**src/hdl/eqr_pkg.sv**
```systemverilog
// Purpose: Shared constants for the error queue reporter
// Assumes: 32-bit APB data, one register per aligned word
// Notes:   Codes are signed 16-bit two's complement
package eqr_pkg;
   localparam int          EQR_DEPTH      = 30;
   localparam int          EQR_ORD_SLOTS  = 29;
   localparam int          EQR_CODE_W     = 16;
   localparam int          EQR_PTR_W      = 5;
   localparam int          EQR_CNT_W      = 5;
   localparam int          EQR_ADDR_W     = 8;

   // Register byte offsets
   localparam logic [7:0]  EQR_OFS_QUEUE  = 8'h00;
   localparam logic [7:0]  EQR_OFS_STATUS = 8'h04;
   localparam logic [7:0]  EQR_OFS_ESR    = 8'h08;
   localparam logic [7:0]  EQR_OFS_CTRL   = 8'h0c;
   localparam logic [7:0]  EQR_OFS_LAST   = 8'h10;

   // Event status bit positions
   localparam int          EQR_ESR_CMD    = 5;
   localparam int          EQR_ESR_EXE    = 4;
   localparam int          EQR_ESR_DEV    = 3;
   localparam int          EQR_ESR_QRY    = 2;
   localparam logic [5:0]  EQR_ESR_MASK   = 6'h3c;
   localparam logic [5:0]  EQR_ESR_RST    = 6'h00;

   // Control bit: write one to clear status
   localparam int          EQR_CTRL_CLS   = 0;

   // Status field positions
   localparam int          EQR_ST_EMPTY   = 8;
   localparam int          EQR_ST_OVF     = 9;

   // Error codes
   localparam logic signed [15:0] EQR_NO_ERR   = 16'sh0000;
   localparam logic signed [15:0] EQR_CMD_GEN  = -16'sd100;
   localparam logic signed [15:0] EQR_CMD_END  = -16'sd199;
   localparam logic signed [15:0] EQR_CMD_GET  = -16'sd105;
   localparam logic signed [15:0] EQR_EXE_GEN  = -16'sd200;
   localparam logic signed [15:0] EQR_EXE_END  = -16'sd299;
   localparam logic signed [15:0] EQR_DEV_GEN  = -16'sd300;
   localparam logic signed [15:0] EQR_DEV_END  = -16'sd399;
   localparam logic signed [15:0] EQR_Q_OVF    = -16'sd350;
   localparam logic signed [15:0] EQR_QRY_GEN  = -16'sd400;
   localparam logic signed [15:0] EQR_QRY_END  = -16'sd499;

   // Message text identifiers, resolved to strings by software
   typedef enum logic [2:0] {
      EQR_TXT_NONE = 3'b000,
      EQR_TXT_CMD  = 3'b001,
      EQR_TXT_GET  = 3'b010,
      EQR_TXT_EXE  = 3'b011,
      EQR_TXT_DEV  = 3'b100,
      EQR_TXT_OVF  = 3'b101,
      EQR_TXT_QRY  = 3'b110,
      EQR_TXT_INST = 3'b111
   } eqr_txt_e;
endpackage : eqr_pkg

```
**src/hdl/eqr_top.sv**
```systemverilog
// Purpose: Error queue with event status bits, reached over APB
// Assumes: Error inputs are synchronous to ref_clk; at most one is queued per cycle
// Notes:   Queue read pops; LAST holds the code and text id of it
//
// Our own choices: register access over APB and the register addresses.
`timescale 1ns/1ns
module eqr_top
   import eqr_pkg::*;
#(
   parameter int DEPTH = EQR_DEPTH
) (
   input  wire logic                   ref_clk,
   input  wire logic                   rst_b,
   input  wire logic                   psel,
   input  wire logic                   penable,
   input  wire logic                   pwrite,
   input  wire logic [EQR_ADDR_W-1:0]  paddr,
   input  wire logic [31:0]            pwdata,
   output      logic [31:0]            prdata,
   output      logic                   pready,
   output      logic                   pslverr,
   input  wire logic                   err_valid,
   input  wire logic [EQR_CODE_W-1:0]  err_code,
   input  wire logic                   get_in_msg,
   input  wire logic                   outq_underrun,
   input  wire logic                   outq_lost,
   output      logic                   queue_empty
);

   logic [EQR_CODE_W-1:0]  mem_ff [DEPTH];
   logic [EQR_PTR_W-1:0]   head_ff;
   logic [EQR_PTR_W-1:0]   tail_ff;
   logic [EQR_CNT_W-1:0]   count_ff;
   logic                   ovf_ff;
   logic [5:0]             esr_ff;
   logic [EQR_CODE_W-1:0]  last_ff;
   logic                   pend_pop_ff;
   logic [31:0]            prdata_ff;

   logic                   setup;
   logic                   access;
   logic                   mapped;
   logic                   pop;
   logic                   cls;
   logic                   esr_clr_wr;
   logic                   push;
   logic [EQR_CODE_W-1:0]  push_code;
   logic [EQR_CNT_W-1:0]   eff_count;
   logic                   store_err;
   logic                   store_ovf;
   logic [3:0]             push_cls;
   logic [5:0]             esr_set;

   function automatic logic [3:0] eqr_class(input logic [15:0] c);
      logic signed [15:0] s;
      s = c;
      // Returns one-hot {cmd, exe, dev, qry}
      eqr_class = 4'h0;
      if (s <= EQR_CMD_GEN && s >= EQR_CMD_END)
         eqr_class = 4'h8;
      else if (s <= EQR_EXE_GEN && s >= EQR_EXE_END)
         eqr_class = 4'h4;
      else if ((s <= EQR_DEV_GEN && s >= EQR_DEV_END) || s > 0)
         eqr_class = 4'h2;
      else if (s <= EQR_QRY_GEN && s >= EQR_QRY_END)
         eqr_class = 4'h1;
   endfunction : eqr_class

   function automatic eqr_txt_e eqr_text(input logic [15:0] c);
      logic [3:0] k;
      k = eqr_class(c);
      // Unlisted negative codes fall back to their class's generic text; positive codes get the INST text
      if (c == EQR_CMD_GET)
         eqr_text = EQR_TXT_GET;
      else if (c == EQR_Q_OVF)
         eqr_text = EQR_TXT_OVF;
      else if (k[3])
         eqr_text = EQR_TXT_CMD;
      else if (k[2])
         eqr_text = EQR_TXT_EXE;
      else if (k[1] && $signed(c) > 0)
         eqr_text = EQR_TXT_INST;
      else if (k[1])
         eqr_text = EQR_TXT_DEV;
      else if (k[0])
         eqr_text = EQR_TXT_QRY;
      else
         eqr_text = EQR_TXT_NONE;
   endfunction : eqr_text

   // APB decode; zero wait states
   assign setup   = psel && !penable;
   assign access  = psel && penable;
   assign mapped  = (paddr == EQR_OFS_QUEUE) || (paddr == EQR_OFS_STATUS) ||
                    (paddr == EQR_OFS_ESR) || (paddr == EQR_OFS_CTRL) ||
                    (paddr == EQR_OFS_LAST);
   assign pready  = 1'b1;
   assign pslverr = access && !mapped;
   assign prdata  = prdata_ff;
   assign pop     = access && pend_pop_ff;
   assign cls     = access && pwrite && (paddr == EQR_OFS_CTRL) &&
                    pwdata[EQR_CTRL_CLS];
   assign esr_clr_wr = access && pwrite && (paddr == EQR_OFS_ESR);

   // One entry per cycle; a command error suppresses the rest
   always_comb begin
      push      = 1'b0;
      push_code = EQR_NO_ERR;
      if (get_in_msg) begin
         push      = 1'b1;
         push_code = EQR_CMD_GET;
      end else if (err_valid && err_code != EQR_NO_ERR) begin
         push      = 1'b1;
         push_code = err_code;
      end else if (outq_underrun || outq_lost) begin
         push      = 1'b1;
         push_code = EQR_QRY_GEN;
      end
   end

   // Pop frees its slot before a same-cycle push is placed
   assign eff_count = count_ff - EQR_CNT_W'(pop);
   assign store_err = push && !cls &&
                      (eff_count < EQR_CNT_W'(EQR_ORD_SLOTS));
   assign store_ovf = push && !cls &&
                      (eff_count == EQR_CNT_W'(EQR_ORD_SLOTS));

   always_ff @(posedge ref_clk) begin
      if (store_err)
         mem_ff[tail_ff] <= push_code;
      else if (store_ovf)
         mem_ff[tail_ff] <= EQR_Q_OVF;
   end

   always_ff @(posedge ref_clk or negedge rst_b) begin
      if (!rst_b) begin
         head_ff  <= '0;
         tail_ff  <= '0;
         count_ff <= '0;
         ovf_ff   <= 1'b0;
      end else if (cls) begin
         head_ff  <= '0;
         tail_ff  <= '0;
         count_ff <= '0;
         ovf_ff   <= 1'b0;
      end else begin
         if (pop)
            head_ff <= (head_ff == EQR_PTR_W'(DEPTH - 1)) ? '0 :
                       head_ff + 1'b1;
         if (store_err || store_ovf)
            tail_ff <= (tail_ff == EQR_PTR_W'(DEPTH - 1)) ? '0 :
                       tail_ff + 1'b1;
         count_ff <= eff_count + EQR_CNT_W'(store_err || store_ovf);
         // Besides a clear-status write, the overflow flag clears only when a read empties the queue
         if (store_ovf)
            ovf_ff <= 1'b1;
         else if (pop && eff_count == '0)
            ovf_ff <= 1'b0;
      end
   end

   // Status bits: set wins over a write-one clear
   always_comb begin
      push_cls = eqr_class(push_code);
      esr_set  = '0;
      if (push) begin
         esr_set[EQR_ESR_CMD] = push_cls[3];
         esr_set[EQR_ESR_EXE] = push_cls[2];
         esr_set[EQR_ESR_DEV] = push_cls[1] || store_ovf;
         esr_set[EQR_ESR_QRY] = push_cls[0];
      end
   end

   always_ff @(posedge ref_clk or negedge rst_b) begin
      if (!rst_b) begin
         esr_ff <= EQR_ESR_RST;
      end else if (cls) begin
         esr_ff <= esr_set;
      end else if (esr_clr_wr) begin
         esr_ff <= (esr_ff & ~pwdata[5:0]) | esr_set;
      end else begin
         esr_ff <= esr_ff | esr_set;
      end
   end

   // Read data is captured in setup, so the pop lands in access
   always_ff @(posedge ref_clk or negedge rst_b) begin
      if (!rst_b) begin
         prdata_ff   <= '0;
         pend_pop_ff <= 1'b0;
      end else if (setup && !pwrite) begin
         pend_pop_ff <= (paddr == EQR_OFS_QUEUE) && (count_ff != '0);
         unique case (paddr)
            EQR_OFS_QUEUE:
               prdata_ff <= (count_ff == '0) ? 32'h0000_0000 :
                            {{16{mem_ff[head_ff][15]}}, mem_ff[head_ff]};
            EQR_OFS_STATUS:
               prdata_ff <= {22'h0, ovf_ff, (count_ff == '0),
                             3'h0, count_ff};
            EQR_OFS_ESR:
               prdata_ff <= {26'h0, esr_ff & EQR_ESR_MASK};
            EQR_OFS_LAST:
               prdata_ff <= {13'h0, eqr_text(last_ff), last_ff};
            default:
               prdata_ff <= 32'h0000_0000;
         endcase
      end else if (!setup) begin
         pend_pop_ff <= 1'b0;
      end
   end

   // Keeps the last answer for the text lookup
   always_ff @(posedge ref_clk or negedge rst_b) begin
      if (!rst_b)
         last_ff <= EQR_NO_ERR;
      else if (access && !pwrite && paddr == EQR_OFS_QUEUE)
         last_ff <= pop ? mem_ff[head_ff] : EQR_NO_ERR;
   end

   always_ff @(posedge ref_clk or negedge rst_b) begin
      if (!rst_b)
         queue_empty <= 1'b1;
      else
         queue_empty <= (count_ff == '0);
   end

   // Checks
   a_count_cap: assert property (@(posedge ref_clk) disable iff (!rst_b)
      count_ff <= EQR_CNT_W'(DEPTH))
      else $error("queue count above depth");

   a_empty_read_zero: assert property (@(posedge ref_clk)
      disable iff (!rst_b)
      (setup && !pwrite && paddr == EQR_OFS_QUEUE && count_ff == '0)
      |=> (prdata == 32'h0000_0000 && !pend_pop_ff))
      else $error("empty queue read not zero");

   a_pop_drains: assert property (@(posedge ref_clk)
      disable iff (!rst_b)
      (pop && !push && !cls) |=> (count_ff == $past(count_ff) - 1'b1))
      else $error("read did not remove entry");

   a_head_order: assert property (@(posedge ref_clk)
      disable iff (!rst_b)
      (pop && !cls) |=> (head_ff != $past(head_ff)))
      else $error("head did not advance");

   a_overflow_mark: assert property (@(posedge ref_clk)
      disable iff (!rst_b)
      (push && !pop && !cls && count_ff == EQR_CNT_W'(EQR_ORD_SLOTS))
      |=> (ovf_ff && count_ff == EQR_CNT_W'(DEPTH) &&
           esr_ff[EQR_ESR_DEV]))
      else $error("overflow marker missing");

   a_full_drop: assert property (@(posedge ref_clk)
      disable iff (!rst_b)
      (push && !pop && !cls && count_ff == EQR_CNT_W'(DEPTH))
      |=> $stable(count_ff) ##0 $stable(tail_ff))
      else $error("full queue accepted entry");

   a_cls_clears: assert property (@(posedge ref_clk)
      disable iff (!rst_b)
      cls |=> (count_ff == '0 && !ovf_ff) ##1 queue_empty)
      else $error("clear status left entries");

   a_get_cmd_bit: assert property (@(posedge ref_clk)
      disable iff (!rst_b)
      get_in_msg |=> esr_ff[EQR_ESR_CMD])
      else $error("trigger error not flagged");

   a_cmd_excl: assert property (@(posedge ref_clk)
      disable iff (!rst_b)
      (get_in_msg && !esr_ff[EQR_ESR_EXE] && !esr_ff[EQR_ESR_QRY])
      |=> (!esr_ff[EQR_ESR_EXE] && !esr_ff[EQR_ESR_QRY]))
      else $error("command error raised another class");

   a_exe_bit: assert property (@(posedge ref_clk)
      disable iff (!rst_b)
      (push && eqr_class(push_code) == 4'h4) |=> esr_ff[EQR_ESR_EXE])
      else $error("execution bit not set");

   a_qry_bit: assert property (@(posedge ref_clk)
      disable iff (!rst_b)
      (outq_underrun && !get_in_msg && !err_valid) |=> esr_ff[EQR_ESR_QRY])
      else $error("query bit not set");

   // Class bits, read-out path and slot accounting
   a_cmd_bit: assert property (@(posedge ref_clk)
      disable iff (!rst_b)
      (push && eqr_class(push_code) == 4'h8) |=> esr_ff[EQR_ESR_CMD])
      else $error("command bit not set");

   a_dev_bit: assert property (@(posedge ref_clk)
      disable iff (!rst_b)
      (push && eqr_class(push_code) == 4'h2) |=> esr_ff[EQR_ESR_DEV])
      else $error("device bit not set");

   a_one_class: assert property (@(posedge ref_clk)
      disable iff (!rst_b)
      (push && !store_ovf) |-> $onehot0(esr_set))
      else $error("one event raised two classes");

   a_lost_qry: assert property (@(posedge ref_clk)
      disable iff (!rst_b)
      (outq_lost && !get_in_msg && !err_valid) |=> esr_ff[EQR_ESR_QRY])
      else $error("lost output not flagged");

   a_get_queued: assert property (@(posedge ref_clk)
      disable iff (!rst_b)
      (get_in_msg && !access && count_ff == '0)
      |=> (count_ff == EQR_CNT_W'(1) && mem_ff[head_ff] == EQR_CMD_GET))
      else $error("trigger error not queued");

   a_last_match: assert property (@(posedge ref_clk)
      disable iff (!rst_b)
      pop |=> (last_ff == prdata[15:0]))
      else $error("last code differs from answer");

   a_empty_last: assert property (@(posedge ref_clk)
      disable iff (!rst_b)
      (access && !pwrite && paddr == EQR_OFS_QUEUE && !pend_pop_ff)
      |=> (last_ff == EQR_NO_ERR))
      else $error("empty read left a stale code");

   a_zero_ignored: assert property (@(posedge ref_clk)
      disable iff (!rst_b)
      (err_valid && err_code == EQR_NO_ERR && !get_in_msg &&
       !outq_underrun && !outq_lost && !access)
      |=> ($stable(count_ff) && $stable(esr_ff)))
      else $error("zero code was queued");

   a_push_grows: assert property (@(posedge ref_clk)
      disable iff (!rst_b)
      (push && !pop && !cls && count_ff < EQR_CNT_W'(EQR_ORD_SLOTS))
      |=> (count_ff == $past(count_ff) + 1'b1 && !$stable(tail_ff)))
      else $error("error not appended");

   a_pop_frees: assert property (@(posedge ref_clk)
      disable iff (!rst_b)
      (pop && push && count_ff == EQR_CNT_W'(EQR_ORD_SLOTS))
      |=> (count_ff == EQR_CNT_W'(EQR_ORD_SLOTS) && $stable(ovf_ff)))
      else $error("read did not free a slot");

   a_last_empties: assert property (@(posedge ref_clk)
      disable iff (!rst_b)
      (pop && !push && count_ff == EQR_CNT_W'(1))
      |=> (count_ff == '0 && !ovf_ff))
      else $error("last read left the queue busy");

   c_overflow: cover property (@(posedge ref_clk) disable iff (!rst_b)
      store_ovf);
   c_read_empty: cover property (@(posedge ref_clk) disable iff (!rst_b)
      access && !pwrite && paddr == EQR_OFS_QUEUE && !pend_pop_ff);
   c_pop_push: cover property (@(posedge ref_clk) disable iff (!rst_b)
      pop && store_err);
   c_cls: cover property (@(posedge ref_clk) disable iff (!rst_b)
      cls && count_ff != '0);
   c_get_with_err: cover property (@(posedge ref_clk) disable iff (!rst_b)
      get_in_msg && err_valid);

endmodule : eqr_top

```
**config.mk**
```make
export PLATFORM = sky130hd
export DESIGN_NAME = eqr_top
export DESIGN_NICKNAME = d
export VERILOG_FILES = /design/src/hdl/eqr_pkg.sv /design/src/hdl/eqr_top.sv
export SDC_FILE = /design/constraint.sdc
export NUM_CORES = 1
export LEC_CHECK = 0
export ABC_AREA = 1
export BUFFER_PORTS_ARGS = -buffer_cell sky130_fd_sc_hd__buf_4
export CORE_MARGIN = 10
export CORE_UTILIZATION = 55
export CTS_CLUSTER_DIAMETER = 30
export DETAILED_ROUTE_END_ITERATION = 10
export GPL_TIMING_DRIVEN = 0
export HOLD_SLACK_MARGIN = 0.06
export MAX_ROUTING_LAYER = met4
export PLACE_DENSITY = 0.73
export SLEW_MARGIN = 20
export SYNTH_ARGS = -nofsm -noshare
export SYNTH_HDL_FRONTEND = slang
export SYNTH_SLANG_ARGS = --single-unit
```
**constraint.sdc**
```tcl
create_clock -name ref_clk -period 8.9 [get_ports ref_clk]
set_input_delay 1.335 -clock ref_clk [delete_from_list [all_inputs] [get_ports ref_clk]]
set_output_delay 1.335 -clock ref_clk [all_outputs]
set_load 0.05 [all_outputs]
```
# Yosys cells after proc, flatten, opt, wreduce, memory -nomap -nowiden
# Memory sizes are Yosys's and may differ from the RTL's.
# Index checks and enable logic that the tools add are counted.
dict set report totals {
  romBits 0
  regBits 72
  mem_count 1
  ram_bits 480
  out_inout_bits 35
  latchBits 0
  inputBits 65
}
dict set report op_classes {
  shifts 0
  order_cmp 19
  multipliers 0
  mux 47
  eq_ne 10
  n_div 0
  bitwise 5
  n_reduce_logical 47
  addsub 4
}
# memory depth word_bits rd rd_clocked_by_memory_dff wr line
set memory_table {}
lappend memory_table {mem_ff 30 16 1 0 1 eqr_top.sv:30} ;# logic [EQR_CODE_W-1:0] mem_ff [DEPTH];
# cell count
set ops {}
lappend ops {{32-bit case mux with 4 select lines} 1}
lappend ops {{16-bit by 10-bit >= comparator with 1-bit output, second input constant} 6}
lappend ops {{16-bit 2-to-1 mux} 5}
lappend ops {{16-bit by 10-bit <= comparator with 1-bit output, second input constant} 4}
lappend ops {{5-bit 2-to-1 mux} 7}
lappend ops {{16-bit == test, second input constant} 2}
lappend ops {{16-bit by 9-bit >= comparator with 1-bit output, second input constant} 2}
lappend ops {{16-bit by 1-bit > comparator with 1-bit output, second input constant} 2}
lappend ops {{16-bit by 8-bit <= comparator with 1-bit output, second input constant} 2}
lappend ops {{16-bit by 9-bit <= comparator with 1-bit output, second input constant} 2}
lappend ops {{32-bit 2-to-1 mux} 1}
lappend ops {{3-bit 2-to-1 mux} 9}
lappend ops {{1-bit logical AND} 26}
lappend ops {{4-bit 2-to-1 mux} 5}
lappend ops {{8-bit by 4-bit == test with 1-bit output, second input constant} 2}
lappend ops {{16-bit nonzero test} 1}
lappend ops {{5-bit == test, second input constant} 3}
lappend ops {{1-bit 2-to-1 mux} 15}
lappend ops {{6-bit 2-to-1 mux} 2}
lappend ops {{6-bit bitwise OR} 2}
lappend ops {{5-bit by 1-bit adder with 5-bit output, second input constant} 2}
lappend ops {{5-bit logical NOT} 2}
lappend ops {{1-bit logical OR} 9}
lappend ops {{8-bit by 3-bit == test with 1-bit output, second input constant} 1}
lappend ops {{14 further kinds} 19}

# Longest topological paths before layout
# Gate-level depths: netlist of run 1.
dict set report logic_depth {
  ltp_word 16
  depth_mapped 16
  depth_no_buf 16
}

# Least setup slack after synthesis of run 1
# No wires, ideal clock.
dict set report synth_timing {
  path_kind {input -> register}
  startpoint {input psel}
  endpoint {memory mem_ff[28][0] (enable)}
  t_required_ps 8491
  n_path_buf 0
  stages 11
  arrival_ps 3935
  setup_ps 409
  setup_slack_ps 4555
  path_cell_list {nand2_1 -> nor2_1 -> ha_1 -> ha_1 -> xnor2_1 -> nor2_1 -> nand2_1 -> inv_1 -> a21oi_4 -> nand2_2 -> nor3_1}
}
dict set report synth_via {
  elab_chain_len 11
  word_cells_on_any_way 18
  classes_between {add/sub: 1; order compare: 1; eq/ne: 1; mux: 5; bitwise: 1; reduce/logical: 9}
}
# element line
set synth_rtl {}
lappend synth_rtl {{start: declaration} eqr_top.sv:14} ;# input wire logic psel,
lappend synth_rtl {{1-bit logical AND (*)} eqr_top.sv:93} ;# assign access = psel && penable;
lappend synth_rtl {{parallel branches: the longest is 9 deep, another holds 5-bit by 1-bit subtractor with 5-bit output} --}
lappend synth_rtl {{1-bit bitwise OR (no source line) (*)} --}
lappend synth_rtl {{end: declaration} eqr_top.sv:30}
# Mark *: on every way between the ends.

# Final worst setup path of run 1
dict set report layout_timing {
  startpoint {input psel}
  endpoint {memory mem_ff[11][3] (data pin)}
}
dict set report layout_via {
  elab_chain_len 11
  word_cells_on_any_way 16
  classes_between {add/sub: 1; order compare: 1; eq/ne: 1; mux: 4; reduce/logical: 9}
}
# element line
set layout_rtl {}
lappend layout_rtl {{1-bit logical AND (*)} eqr_top.sv:93}
lappend layout_rtl {{parallel branches: the longest is 7 deep, another holds 5-bit by 1-bit subtractor with 5-bit output} --}
lappend layout_rtl {{1-bit 2-to-1 mux (*)} eqr_top.sv:129} ;# if (store_err)
lappend layout_rtl {{1-bit 2-to-1 mux (not written as such) (*)} eqr_top.sv:132} ;# mem_ff[tail_ff] <= EQR_Q_OVF;
lappend layout_rtl {{16-bit 2-to-1 mux (no source line) (*)} --}
# Marked as above.

==> results of run 1 <==
[layout by cell type, fill, tap and decap left out, types with 57 or more instances in the layout]
cell,count
nand3_1,72
buf_4,91
dfrtp_1,57
nor2_1,294
o22ai_1,88
clkbuf_16,101
nand2_1,175
clkbuf_1,69
edfxtp_1,480
o21ai_0,287
inv_1,77
[power by group through the flow]
stage | Sequential, mW | Combinational (mW) | Clock, mW
floorplan | 3.21 | 0.507 | 0
finish | 3.19 | 0.972 | 3.85
global placement | 3.23 | 0.823 | 0
detailed placement | 3.23 | 0.931 | 0
global route | 3.21 | 1.02 | 3.96
CTS | 3.19 | 0.939 | 3.83
[layer usage]
metal,GRT usage,up-vias
li1,-,7386
met1,0.358,8550
met2,0.444,1320
met3,0.0786,265
met4,0.150,0
met5,-,-
[layout make-up]
type	count	area (sq um)	share of cell area
Timing Repair Buffer	72	548	0.0199
Tap cell	532	666	0.0241
Sequential cell	538	15900	0.575
Clock buffer	109	2570	0.0930
Buffer	122	596	0.0216
Multi-Input combinational cell	1164	6120	0.222
Clock inverter	75	888	0.0322
Antenna cell	1	2.50	0.0000907
Inverter	93	349	0.0126
[through the flow]
step | worst slack [ns] | instances | cell area [sq um]
4_1_cts | 4.90 | 2705 | 27600
3_3_place_gp | 3.17 | 2519 | 23900
6_report | 4.80 | 2706 | 27600
5_1_grt | 4.63 | 2705 | 27600
2_1_floorplan | 4.56 | 1917 | 22700
3_5_place_dp | 4.29 | 2521 | 24100
[worst paths after layout]
check / depth (start not counted) / to / startpoint / slack (ns)
max: 12 / mem_ff[11][3] / psel / 4.80
min: 2 / prdata[1] / prdata[1] / 0.50
min reg2reg: 2 / prdata[1] / prdata[1] / 0.50
min in group asynchronous: 1 / prdata[30] / rst_b / 0.76
max in group asynchronous: 1 / esr_ff[3] / rst_b / 7.58
max reg2reg: 11 / mem_ff[11][3] / pend_pop_ff / 5.31
[registers in the layout, indices dropped and copies added, names as in the netlist, 4 cells and up]
name and flops:
prdata 20, tail_ff 5, last_ff 16, count_ff 5, mem_ff 480, head_ff 5, esr_ff 4
[critical path, stage by stage]
cell      delay, ns
buf_4          0.12
nand2_1        0.18
nor2_1         0.10
ha_1           0.21
ha_1           0.21
xnor2_1        0.16
nor2_1         0.16
nand2_1        0.07
inv_1          0.15
nand4_2        0.28
nand2_1        0.21
clkinv_1       0.88
[cell families (layout without fill, tap and decap cells)]
group / Yosys count / in the layout / share of synthesized area
flops: 538 / 538 / 0.700
other cells: 1 / 2 / 0.000165
fa+ha+maj: 10 / 10 / 0.00552
xor+xnor: 6 / 6 / 0.00232
buf+inv: 215 / 471 / 0.0417
simple gates: 642 / 642 / 0.120
compound gates: 505 / 505 / 0.131
==> qor.yml, run 1 <==
worst_setup_path:
  startpoint_type: "primary input"
  required_ns: 8.91
  crit_arrival_ns: 4.10
  cp-end-kind: "register"
  path_class: "in -> reg"
  crit_fanout: 31
pwr:
  seq_power_share: 0.398
  sw_frac_of_total: 0.280
  p_per_area_nw_per_um2: 290
  p_total_mw: 8.01
  peakVddDrop_uv: 317
  p_sw_mw: 2.24
  p_leak_nw: 9.78
  combPwrFrac: 0.121
  clockPowerShare: 0.480
  internal-power_mw: 5.77
route:
  dr_wl_met2_mm: 33.8
  wl_met1_mm: 26.0
  num_vias: 17521
  routed.top_layer: "met4"
  first_iter_violations: 2540
  via_per_inst: 6.47
  drcViolationCount: 0
  ant_nets: 0
  wire_per_inst_um: 27.0
  firstDrtPassIters: 5
  wirelength_mm: 73.2
  wl_met3_mm: 9.54
job:
  max-cap-violations: 0
synthesis:
  synthTopCellsByArea: "edfxtp_1 64%, o21ai_0 6.3%, dfrtp_1 6.3%"
  yosysMostFrequentCell: "edfxtp_1"
  synth_cell_types: 54
  postSynthAreaPerCell_sq_um: 11.8
  yosysSeqAreaShare: 0.700
  synth_top_area_cell: "edfxtp_1"
  synth_top_flop_cell: "edfxtp_1"
  synth_common_cells: "480 x edfxtp_1, 323 x nor2_1, 287 x o21ai_0, 176 x nand2_1, 88 x o22ai_1"
  async_reset_ff_frac: 0.108
  synth_edf_count: 480
  synth-seq-cells: 538
  synth_top_area_frac: 0.636
  yosysWarningCount: 0
  netlist_area_sq_um: 22700
  synth_nets: 1992
  syn-instance-count: 1917
sta:
  worst_slew_pin_slew_ns: 1.13
  period_needed_ns: 4.10
  fin_tns_setup_ns: 0
  fmax_mhz: 244
  final-hold-violation-count: 0
  slew_headroom: 0.245
  rsz0062_at_grt: "no"
  setup_viol: 0
  skew_ns: 0.0411
  finalCritPeriodShare: 0.460
  slew_violations: 0
  fin_hold_ws_ns: 0.503
floorplan:
  fp.dieH_um: 223
  fp-row-count: 74
  initial_core_util: 0.555
  io_pins: 100
  die-area_sq_um: 49700
  coreArea_sq_um: 40800
  die_w_um: 223
outcome:
  status: "finished clean"
global_route:
  grt_max_degree: 59
  antenna_found_initial: 0
  grt_pass1_wl_mm: 107
  first_global_vias: 16965
  grt_usage: 0.293
  grt_remaining_overflow: 0
place:
  dp_hpwl_mm: 45.0
  io_buffers: 70
  routabilityCongestion: 0.947
finish:
  area_growth_pct: 21.7
  drive_gt1_frac: 0.174
  final_util: 0.676
  fillCellCount: 2819
  nNetsFinal: 2164
cts:
  root_buffer: "clkbuf_16"
  hold_buffers: 0
  clk_latency_ns: 0.65
  htreeDepth: 3
  clockBufferDepth: 3
  numCtsBuffers: 98
  cts_setup_buffers: 0
  tritoncts: "done"
  cts.repair.resized: 0
  clock_sinks: 538
  cts.reportedPaths.clkPinSlew_ns: 0.05
hold_path:
  holdCritPathClass: "reg -> reg"
No activity file was read; power rests on OpenSTA's default activity.
==> run 2, diff against run 1 <==
clock period = 3.8 ns   (was 8.9 ns; I/O delays follow)
==> run 2 against run 1 <==
  * Worst setup slack worse by 4.6 ns
  * Global-route usage hardly changed
  * Via count is 0.45% higher
  * Sequential share of layout area hardly changed
  * Sequential power is 130% higher
  * Critical endpoint is now mem_ff[25][0]
  * Register-to-register slack worse by 5.1 ns
==> qor.yml, run 2 (same netlist as run 1, synthesis figures left out) <==
outcome:
  status: "finished clean"
place:
  io_buffers: 70  # unchanged
  dp_hpwl_mm: 45.0  # unchanged
  routabilityCongestion: 0.947  # unchanged
  dp.cells: 2521  # unchanged
cts:
  cts.repair.resized: 0  # unchanged
  cts_setup_buffers: 0  # unchanged
  htreeDepth: 3  # unchanged
  root_buffer: "clkbuf_16"
  clockBufferDepth: 3  # unchanged
  numCtsBuffers: 98  # unchanged
  clock_sinks: 538  # unchanged
  cts.reportedPaths.clkPinSlew_ns: 0.05  # about the same
  clk_latency_ns: 0.65  # about the same
  tritoncts: "done"
finish:
  mostFrequentLayoutCells: "480 x edfxtp_1, 294 x nor2_1, 287 x o21ai_0"
  antenna_cells: 0  # -1
  largest_reg_flops: 480  # unchanged
  final_common_cell: "edfxtp_1"
  drive_gt1_frac: 0.174  # about the same
  stdcell_count: 2706  # unchanged
  final_util: 0.676  # about the same
  top_register: "mem_ff"
  area_growth_pct: 21.8  # about the same
  nNetsFinal: 2165  # +0.046%
route:
  ant_nets: 0  # unchanged
  wire_per_inst_um: 27.1  # +0.10%
  first_iter_violations: 2625  # +3.3%
  wirelength_mm: 73.3  # +0.10%
  firstDrtPassIters: 6  # +1
  via_per_inst: 6.50  # +0.45%
  drcViolationCount: 0  # unchanged
  num_vias: 17600  # +0.45%
global_route:
  first_global_vias: 16971  # +0.035%
  grt_usage: 0.293  # about the same
  grt_remaining_overflow: 0  # unchanged
  grt_pass1_wl_mm: 107  # about the same
  grt_max_degree: 59  # unchanged
  antenna_found_initial: 0  # unchanged
floorplan:
  die_w_um: 223  # unchanged
  initial_core_util: 0.555  # unchanged
  coreArea_sq_um: 40800  # unchanged
  io_pins: 100  # unchanged
  fp-row-count: 74  # unchanged
  die-area_sq_um: 49700  # unchanged
  fp.dieH_um: 223  # unchanged
sta:
  slew_violations: 0  # unchanged
  slew_headroom: 0.235  # -0.00984
  fmax_mhz: 280
  finalCritPeriodShare: 0.941
  final-hold-violation-count: 0  # unchanged
  setup_viol: 0  # unchanged
  fin_hold_ws_ns: 0.224  # -0.279 ns
  period_needed_ns: 3.58
  rsz0062_at_grt: "no"
  skew_ns: 0.0425  # +0.00145 ns
  worst_slew_pin_slew_ns: 1.15  # +0.0148 ns
pwr:
  p_per_area_nw_per_um2: 680  # +130%
  p_leak_nw: 9.79  # about the same
  p_total_mw: 18.8  # +130%
  peakVddDrop_uv: 740  # +130%
worst_setup_path:
  required_ns: 4.04  # -4.87 ns
  startpoint_type: "register"
  crit_fanout: 16  # -48%
  cp-end-kind: "register"
  crit_arrival_ns: 3.82  # -0.28 ns
  path_class: "reg -> reg"
job:
  max-cap-violations: 0  # unchanged
hold_path:
  holdCritPathClass: "in -> reg"
-- run 2: path summary, 6_finish.rpt --
check                      slack (ns)        start       endpoint  cells after the start
min in group asynchronous        0.56        rst_b     prdata[30]                      2
min reg2reg                      0.50    prdata[9]      prdata[9]                      2
max                              0.22  pend_pop_ff  mem_ff[25][0]                     11
max in group asynchronous        2.68        rst_b      esr_ff[3]                      2
max reg2reg                      0.22  pend_pop_ff  mem_ff[25][0]                     11
min                              0.22    pwdata[5]      esr_ff[5]                      4
-- run 2: area by class of cell --
| type | instances | area, sq um |
|---|---|---|
| Buffer | 122 | 596 |
| Fill cell | 2819 | 13200 |
| Tap cell | 532 | 666 |
| Clock inverter | 75 | 888 |
| Timing Repair Buffer | 73 | 558 |
| Clock buffer | 109 | 2570 |
| Inverter | 93 | 349 |
| Sequential cell | 538 | 15900 |
| Multi-Input combinational cell | 1164 | 6120 |
-- run 2: stage by stage --
step	cell area [sq um]	setup TNS, ns	setup slack (ns)
floorplan	22700	0	0.220
global placement	23900	-303.09	-1.16
detailed placement	24100	-3.33	-0.0497
CTS	27600	0	0.277
global route	27600	0	0.0150
finish	27600	0	0.224
-- run 2: where the power goes --
part / switching [mW] / internal (mW)
Combinational: 1.82 / 0.459
Sequential: 0.164 / 7.31
Clock: 3.28 / 5.74
Total: 5.26 / 13.5
-- run 2: worst max-delay path, stage by stage, from the launching register on --
cell,delay (ns)
dfrtp_1,0.39
inv_1,0.13
nor2_1,0.09
ha_1,0.21
ha_1,0.21
xnor2_1,0.24
nor2_1,0.11
nand2_1,0.08
inv_1,0.09
a21oi_4,0.34
nand2_1,0.48
nor2_4,0.79
-- run 2: repair_timing --
item | in CTS | in global routing
hold buffers | 1 | 0
hold endpoints to repair | 50 | 0
setup endpoints to repair | 0 | 0
-- run 2: routing by layer --
layer | part of all wire | GRT usage | wire (um) | vias to the layer above
li1 | - | - | - | 7390
met1 | 0.36 | 0.358 | 26400 | 8609
met2 | 0.46 | 0.444 | 33900 | 1313
met3 | 0.13 | 0.0795 | 9160 | 288
met4 | 0.052 | 0.147 | 3830 | 0
met5 | 0 | - | 0 | -
